===== src/hw/temp_mon_cfg.svh =====
`ifndef TEMP_MON_CFG_SVH
`define TEMP_MON_CFG_SVH

// command-byte pointer values of the registers held here
`define ADDR_OPERATING_CONTROL 8'h41
`define ADDR_WARNING_MASKS     8'h42
`define ADDR_OVERTEMP_MASKS    8'h43
`define ADDR_WARNING_FLAGS     8'h44

// reset values
`define RST_OPERATING_CONTROL  8'h00
`define RST_WARNING_MASKS      8'h00
`define RST_OVERTEMP_MASKS     8'h00
`define RST_WARNING_FLAGS      8'h00

// operating_control fields
`define BIT_STANDBY_REQUEST    7
`define BIT_SOFT_RESET_REQUEST 6
`define BIT_BUS_TIMEOUT_DIS    5
`define BIT_CH1_FAST_CONVERT   4
`define BIT_CH1_SERIES_R_CANCEL 3

// warning_output_masks / warning_flags fields
`define BIT_LOCAL_CHANNEL      6
`define BIT_CH1                0
`define BIT_CH4                3

// writable / implemented bits per register
`define WMASK_OPERATING_CONTROL 8'hb8
`define WMASK_WARNING_MASKS    8'h4f
`define WMASK_OVERTEMP_MASKS   8'h09
`define WMASK_WARNING_FLAGS    8'h4f

// series-resistance cancellation extra conversion time
`define RCANCEL_EXTRA_MS       125
`define CLK_FREQ_HZ            100000000
`define RCANCEL_EXTRA_CYCLES   ((`RCANCEL_EXTRA_MS * `CLK_FREQ_HZ) / 1000)

`endif


===== src/hw/temp_mon_pkg.sv =====
package temp_mon_pkg;

  typedef logic [7:0] reg_byte_t;

  // gray sequence idle -> extend -> report
  typedef enum logic [1:0] {
    EXT_IDLE   = 2'b00,
    EXT_WAIT   = 2'b01,
    EXT_REPORT = 2'b11
  } ext_state_e;

endpackage


===== src/hw/ch1_ext_if.sv =====
`timescale 1ns/100ps
interface ch1_ext_if;
  logic start;
  logic over_in;
  logic extend;
  logic done;
  logic over_out;
  logic busy;

  modport ctrl (output start, output over_in, output extend,
                input done, input over_out, input busy);
  modport timer (input start, input over_in, input extend,
                 output done, output over_out, output busy);
endinterface


===== src/hw/ch1_extend_timer.sv =====
`timescale 1ns/100ps
`include "temp_mon_cfg.svh"
module ch1_extend_timer
  import temp_mon_pkg::*;
#(
  parameter int unsigned EXTRA_CYCLES = `RCANCEL_EXTRA_CYCLES
) (
  input  wire logic core_clk,
  input  wire logic srst,
  ch1_ext_if.timer  ext
);

  localparam int unsigned CW = $clog2(EXTRA_CYCLES + 1);

  ext_state_e      state_q;
  ext_state_e      state_d;
  logic [CW-1:0]   cnt_q;
  logic            over_q;

  wire cnt_last = (cnt_q == CW'(1));

  always_comb begin
    state_d = state_q;
    case (state_q)
      EXT_IDLE:   if (ext.start) state_d = ext.extend ? EXT_WAIT : EXT_REPORT;
      EXT_WAIT:   if (cnt_last) state_d = EXT_REPORT;
      EXT_REPORT: state_d = EXT_IDLE;
      default:    state_d = EXT_IDLE;
    endcase
  end

  always_ff @(posedge core_clk) begin
    if (srst) begin
      state_q <= EXT_IDLE;
      cnt_q   <= '0;
      over_q  <= 1'b0;
    end else begin
      state_q <= state_d;
      if (state_q == EXT_IDLE && ext.start) begin
        over_q <= ext.over_in;
        cnt_q  <= CW'(EXTRA_CYCLES);
      end else if (state_q == EXT_WAIT) begin
        cnt_q <= cnt_q - CW'(1);
      end
    end
  end

  // the result is held back for the whole extra interval
  assign ext.done     = (state_q == EXT_REPORT);
  assign ext.over_out = over_q;
  assign ext.busy     = (state_q != EXT_IDLE);

endmodule


===== src/hw/temp_mon_regs.sv =====
`timescale 1ns/100ps
`include "temp_mon_cfg.svh"
module temp_mon_regs
  import temp_mon_pkg::*;
#(
  parameter int unsigned RCANCEL_CYCLES = `RCANCEL_EXTRA_CYCLES
) (
  input  wire logic       core_clk,
  input  wire logic       srst,
  input  wire logic [7:0] reg_addr,
  input  wire logic       reg_wr,
  input  wire logic [7:0] reg_wdata,
  input  wire logic       reg_rd,
  output logic      [7:0] reg_rdata,
  input  wire logic       conv_done,
  input  wire logic [7:0] conv_over,
  input  wire logic       ch1_conv_end,
  input  wire logic       ch1_over,
  input  wire logic       ot_ch1_over,
  input  wire logic       ot_ch4_over,
  input  wire logic       ara_done,
  output logic            conv_halt,
  output logic            bus_timeout_en,
  output logic            ch1_fast_mode,
  output logic            ch1_rcancel_en,
  output logic            ch1_extend_busy,
  output logic            soft_reset_pulse,
  output logic            warn_pin_out,
  output logic            warn_pin_oe,
  output logic            overtemp_shutdown_out_pin_out,
  output logic            overtemp_shutdown_out_pin_oe
);

  reg_byte_t op_ctrl_q;
  reg_byte_t warn_mask_q;
  reg_byte_t ot_mask_q;
  reg_byte_t flags_q;
  reg_byte_t flags_d;
  reg_byte_t rdata_q;
  logic      alert_q;
  logic      alert_d;
  logic      overtemp_shutdown_out_q;
  logic      soft_rst_q;

  ch1_ext_if ext ();

  // address decode
  wire sel_op    = (reg_addr == `ADDR_OPERATING_CONTROL);
  wire sel_wmask = (reg_addr == `ADDR_WARNING_MASKS);
  wire sel_omask = (reg_addr == `ADDR_OVERTEMP_MASKS);
  wire sel_flags = (reg_addr == `ADDR_WARNING_FLAGS);

  wire wr_op    = reg_wr && sel_op;
  wire wr_wmask = reg_wr && sel_wmask;
  wire wr_omask = reg_wr && sel_omask;
  wire rd_flags = reg_rd && sel_flags;

  // soft reset acts one cycle after the write, so the write itself completes first
  wire soft_rst_req = wr_op && reg_wdata[`BIT_SOFT_RESET_REQUEST];
  wire any_rst      = srst || soft_rst_q;

  // channel 1 result goes through the extension timer
  assign ext.start   = ch1_conv_end && !op_ctrl_q[`BIT_STANDBY_REQUEST];
  assign ext.over_in = ch1_over;
  assign ext.extend  = op_ctrl_q[`BIT_CH1_SERIES_R_CANCEL];

  ch1_extend_timer #(
    .EXTRA_CYCLES (RCANCEL_CYCLES)
  ) u_ch1_ext (
    .core_clk (core_clk),
    .srst     (any_rst),
    .ext      (ext.timer)
  );

  // new crossings; conversions are ignored while in standby
  wire       conv_ok = conv_done && !op_ctrl_q[`BIT_STANDBY_REQUEST];
  reg_byte_t set_vec;
  always_comb begin
    set_vec = 8'h00;
    if (conv_ok) begin
      set_vec[`BIT_LOCAL_CHANNEL] = conv_over[`BIT_LOCAL_CHANNEL];
      set_vec[3:1]                = conv_over[3:1];
    end
    if (ext.done) begin
      set_vec[`BIT_CH1] = ext.over_out;
    end
  end

  // set wins over the read clear, so a crossing in the read cycle is kept
  always_comb begin
    flags_d = flags_q;
    if (rd_flags) begin
      flags_d = 8'h00;
    end
    flags_d = (flags_d | set_vec) & `WMASK_WARNING_FLAGS;
  end

  // masked channels still record but never raise the pin
  wire [7:0] unmasked_set = set_vec & ~warn_mask_q;
  always_comb begin
    alert_d = alert_q;
    if (rd_flags || ara_done) begin
      alert_d = 1'b0;
    end
    if (|unmasked_set) begin
      alert_d = 1'b1;
    end
  end

  wire overtemp_shutdown_out_d = (ot_ch1_over && !ot_mask_q[`BIT_CH1]) ||
                 (ot_ch4_over && !ot_mask_q[`BIT_CH4]);

  reg_byte_t rsel;
  assign rsel = sel_op    ? op_ctrl_q   :
                sel_wmask ? warn_mask_q :
                sel_omask ? ot_mask_q   :
                sel_flags ? flags_q     : 8'h00;

  always_ff @(posedge core_clk) begin
    if (any_rst) begin
      op_ctrl_q   <= `RST_OPERATING_CONTROL;
      warn_mask_q <= `RST_WARNING_MASKS;
      ot_mask_q   <= `RST_OVERTEMP_MASKS;
    end else begin
      // bit 6 is never stored, so it reads back as 0
      if (wr_op) op_ctrl_q <= reg_wdata & `WMASK_OPERATING_CONTROL;
      if (wr_wmask) warn_mask_q <= reg_wdata & `WMASK_WARNING_MASKS;
      if (wr_omask) ot_mask_q <= reg_wdata & `WMASK_OVERTEMP_MASKS;
    end
  end

  always_ff @(posedge core_clk) begin
    if (any_rst) begin
      flags_q <= `RST_WARNING_FLAGS;
      alert_q <= 1'b0;
      overtemp_shutdown_out_q <= 1'b0;
    end else begin
      flags_q <= flags_d;
      alert_q <= alert_d;
      overtemp_shutdown_out_q <= overtemp_shutdown_out_d;
    end
  end

  always_ff @(posedge core_clk) begin
    if (srst) begin
      soft_rst_q <= 1'b0;
      rdata_q    <= 8'h00;
    end else begin
      soft_rst_q <= soft_rst_req && !soft_rst_q;
      if (reg_rd) rdata_q <= rsel;
    end
  end

  assign reg_rdata        = rdata_q;
  assign conv_halt        = op_ctrl_q[`BIT_STANDBY_REQUEST];
  assign bus_timeout_en   = !op_ctrl_q[`BIT_BUS_TIMEOUT_DIS];
  assign ch1_fast_mode    = op_ctrl_q[`BIT_CH1_FAST_CONVERT];
  assign ch1_rcancel_en   = op_ctrl_q[`BIT_CH1_SERIES_R_CANCEL];
  assign ch1_extend_busy  = ext.busy;
  assign soft_reset_pulse = soft_rst_q;
  // open-drain pins: pull low while asserted
  assign warn_pin_out     = 1'b0;
  assign warn_pin_oe      = alert_q;
  assign overtemp_shutdown_out_pin_out    = 1'b0;
  assign overtemp_shutdown_out_pin_oe     = overtemp_shutdown_out_q;

endmodule


===== config.mk =====
export PLATFORM = sky130hd
export DESIGN_NAME = temp_mon_regs
export DESIGN_NICKNAME = d
export VERILOG_FILES = /design/src/hw/temp_mon_pkg.sv /design/src/hw/ch1_ext_if.sv /design/src/hw/ch1_extend_timer.sv /design/src/hw/temp_mon_regs.sv
export VERILOG_INCLUDE_DIRS = /design/src /design/src/hw
export SDC_FILE = /design/constraint.sdc
export NUM_CORES = 1
export LEC_CHECK = 0
export BUFFER_PORTS_ARGS = -buffer_cell sky130_fd_sc_hd__buf_2
export CAP_MARGIN = 40
export CORE_MARGIN = 3
export CORE_UTILIZATION = 40
export CTS_CLUSTER_DIAMETER = 60
export CTS_CLUSTER_SIZE = 16
export DETAILED_ROUTE_END_ITERATION = 8
export PLACE_DENSITY = 0.72
export SLEW_MARGIN = 15
export SYNTH_ARGS = -nofsm -noshare
export SYNTH_HDL_FRONTEND = slang
export SYNTH_HIERARCHICAL = 1
export SYNTH_SLANG_ARGS = --single-unit

===== constraint.sdc =====
create_clock -name core_clk -period 3.1 [get_ports core_clk]
set_input_delay 0.465 -clock core_clk [delete_from_list [all_inputs] [get_ports core_clk]]
set_output_delay 0.465 -clock core_clk [all_outputs]
set_load 0.005 [all_outputs]

==> metrics list <==
* Share of cells above drive strength 1: 23.1%
- In this run, distinct cell masters in the synthesized netlist total 63.
- Drt initial violations: 94
* Final setup TNS: 0 ps
- Share of total power in combinational logic: 14.8%
- Number of global-route vias before repair: 2635
- Among cell families on the critical path, the largest total delay comes from simple AND/OR/NAND/NOR gates.
* Max-cap viol count: 0
- Clock latency on the worst-skew pair, taken at its later pin, is 340 ps.
- Post-CTS timing repair inserted 0 buffers for setup.
- STA puts the critical path data required time at 3330 ps.
- STA classifies the critical path startpoint as a flip-flop.
- Fin. max-slew vios: 0
- Clock sink count: 62
- After synthesis, flip-flops and latches occupy 39.4% of the total area.
* Maximum frequency from static timing analysis: 436 MHz
- Post-synthesis register bit count: 62
* Gate Count Post-Synth: 349
* Int Pwr: 1.48 mW
* Final hold violation count: 0
- Shortest clock period the worst path allows after layout: 2290 ps
- Worst-margin pin slew: 773 ps
* Clock transition at the registers of the reported paths: 70 ps
* Kind of critical path: reg -> reg
* Chip width: 94.7 um
- Routed via count: 2768
- Compared with the post-synthesis result, the final layout area differs by 17.1%.
* Final clock period utilization by the worst path: 73.9%
* Slew headroom: 48.0%
- Leakage component of the power: 1.39 nW
- dfxtp_1 takes more of the synthesized area than any other cell.
- OpenSTA, run right after detailed placement, puts the worst setup slack at 813 ps.
- Power density of the placed cells: 545 nW/um2
- Initial Util: 42.3%
- Total Die Area: 8970 um2
- Pin placement for this block handled 52 I/O pins.
* H-Tree Level Count: 3
* Routed Antenna Nets: 0
* Fraction of registers with async set/reset: 0%
- The congestion estimate from routability-driven global placement came to 0.802.
- Switching Fraction: 26.2%
- Setup clock skew after layout: 9.20 ps
- Counting instances, the worst hold path has a depth of 2.
- Walking the worst path, the cells encountered are or4b_4 > or4_4 > or2_4 > o311a_1.
* Clk network pwr share: 41.2%
- Crit path buffers/inverters: 0
- Number of cells on the worst reg-to-reg path: 4
- Cell Rows: 31
- For this run, the detailed router's first-pass iteration total came to 4.
* Per-cell routed wire length: 14.5 um
* Wire length of the first global-routing pass: 12200 um
- The number of hold buffers added after CTS was 0.
* Post-cts repair resize count: 0
- Yosys printed 6 warnings.
- Final routed DRC violation total: 0
* Count of buffers from port buffering: 45
- Routed wire length: 7220 um
* Dominant cells by area after synthesis: dfxtp_1 (39%), mux2i_1 (3.8%), nand2_1 (3.7%)
- Estimated wirelength of the detail-placed design: 5250 um
* Kind of end point of the critical path: flip-flop
* Vias/cell: 5.57
* Total core area: 7450 um2
- Along the worst path, the maximum fanout reaches 9.
* Share of total power in sequential cells: 44.0%
- Data arrival time of the critical path: 2520 ps
- Setup Viol. Count Final: 0
- Summed over its instances, the top area cell type makes up 39.4% of the synthesized netlist area.
* Number of cells on the critical path: 4
- After layout, the worst setup slack is 808 ps.
- A synthesized cell averages 9.02 um2.
* Height of the chip: 94.7 um
- The longest clock path from root to sink contains 2 buffers.
- For this run, the post-layout net count is 429.
- The flow ran to the end, and the final reports show no timing, DRC or antenna violations.
* Max stage delay cell, worst path: or4_4
- After synthesis the cells add up to 3150 um2.
* Initial antenna violation count: 0
* CTS tree: done
- Summed over all nets, the switching power comes to 526 uW.
- The cell sitting at the root of the clock tree is a clkbuf_8.
- Number of enable flip-flop cells after synthesis: 0
- Across the VDD grid, the largest voltage drop is 0.326 mV.
* Unrepaired setup endpoints after global routing: false
- Largest net degree at the start of global routing: 23
* Path class of the lowest-slack min-delay path: in -> reg
- In the global route stage, overall resource usage came out at 17.0%.
- Number of diodes added for antenna fixing: 0
- CP max stage delay: 570 ps
- Total CTS buffers: 9
* Global route total overflow: 0
* Ys flop type: dfxtp_1
## routing by layer
metal	global-route usage, %	up-vias	part of all wire (%)	routed length (um)
met4	5.41	0	1.1	76
met5	0	-	0	0
li1	-	1387	-	-
met3	4.70	8	4.9	356
met2	27.8	57	47	3400
met1	21.7	1316	47	3380
## cells by family (layout without fill, tap and decap cells)
logic type      Yosys count  count (layout)  share of synthesized area, %
mux                      13              13                          4.18
other cells               1               2                         0.119
xor+xnor                  9               9                          2.51
compound gates           68              68                          16.6
buf+inv                  27              75                          3.90
simple gates            167             167                          32.4
flops                    62              62                          39.4
fa+ha+maj                 2               2                         0.795
## cell usage in the layout, fill, tap and decap left out, types with 6 or more instances in the layout
| cell type | Yosys | layout |
|---|---|---|
| a21oi_1 | 16 | 16 |
| buf_2 | 5 | 45 |
| clkbuf_8 | 0 | 12 |
| dfxtp_1 | 62 | 62 |
| inv_1 | 10 | 10 |
| mux2i_1 | 12 | 12 |
| nand2_1 | 31 | 31 |
| nand2b_1 | 10 | 10 |
| nand3_1 | 7 | 7 |
| nor2_1 | 25 | 25 |
| nor2b_1 | 8 | 8 |
| nor3_1 | 18 | 18 |
| o21ai_0 | 9 | 9 |
| o31ai_1 | 7 | 7 |
| or3_1 | 9 | 9 |
| or4_1 | 9 | 9 |
| xnor2_1 | 6 | 6 |
## worst reg2reg max path, delay by kind of cell, from the launching register on
| family | cells | cell delay [ps] |
|---|---|---|
| compound gates | 1 | 330 |
| flops | 1 | 460 |
| simple gates | 3 | 1390 |
## state kept, by name (all words and copies together) (netlist names)
| register | count |
|---|---|
| flags_q | 5 |
| op_ctrl_q | 4 |
| ot_mask_q | 2 |
| overtemp_shutdown_out_pin_oe | 1 |
| reg_rdata | 8 |
| soft_reset_pulse | 1 |
| u_ch1_ext/cnt_q | 32 |
| u_ch1_ext/ext.over_out | 1 |
| u_ch1_ext/state_q | 2 |
| warn_mask_q | 5 |
| warn_pin_oe | 1 |
## power groups by stage
stage,combinational (mW),clock (mW),sequential (mW)
after floorplan,0.222,0,0.888
after global placement,0.289,0,0.898
after detailed placement,0.297,0,0.900
after CTS,0.298,0.840,0.883
after global routing,0.334,0.879,0.891
final,0.297,0.827,0.884
## cells in the mapped netlist, types with 4 or more instances
master	instances
inv_1	10
a21oi_1	16
o31ai_1	7
nand4_1	4
nor4_1	5
a31oi_1	5
and2_1	4
clkbuf_1	8
nand3_1	7
mux2i_1	12
nor2_1	25
a22o_2	4
xnor2_1	6
buf_2	5
or3_1	9
nand2b_1	10
or4_1	9
dfxtp_1	62
nor2b_1	8
a211oi_1	5
nand2_1	31
o311a_1	4
nand4b_1	5
o21ai_0	9
nor3_1	18
## stage by stage
| stage | util (%) | hold WS (ps) | instances | power, mW | instance area (um2) |
|---|---|---|---|---|---|
| global placement | 46.3 | 452 | 481 | 1.19 | 3450 |
| detailed placement | 46.3 | 455 | 481 | 1.20 | 3450 |
| CTS | 49.5 | 345 | 497 | 2.02 | 3680 |
| global route | 49.5 | 345 | 497 | 2.10 | 3680 |
| floorplan | - | 433 | 350 | 1.11 | 3150 |
| finish | 49.5 | 358 | 497 | 2.01 | 3680 |
## layout make-up
type                       count  area [um2]
fill                         725        3760
clock inverter                 3        65.1
tap                           99         124
clock buffer                  13         169
inverter                      10        37.5
sequential                    62        1240
multi-input combinational    261        1790
timing repair buffer          49         255
## final timing paths
kind | from | slack [ps] | endpoint
hold reg to reg | op_ctrl_q[4]$_SDFFE_PP0P_ | 470 | op_ctrl_q[4]$_SDFFE_PP0P_
hold / removal | conv_over[2] | 360 | flags_q[2]$_SDFF_PP0_
setup reg to reg | u_ch1_ext/state_q[0]$_SDFFE_PP0P_ | 810 | u_ch1_ext/cnt_q[31]$_SDFFE_PP0P_
setup / recovery | u_ch1_ext/state_q[0]$_SDFFE_PP0P_ | 810 | u_ch1_ext/cnt_q[31]$_SDFFE_PP0P_
Note: power is estimated with default switching activity, not from simulation.
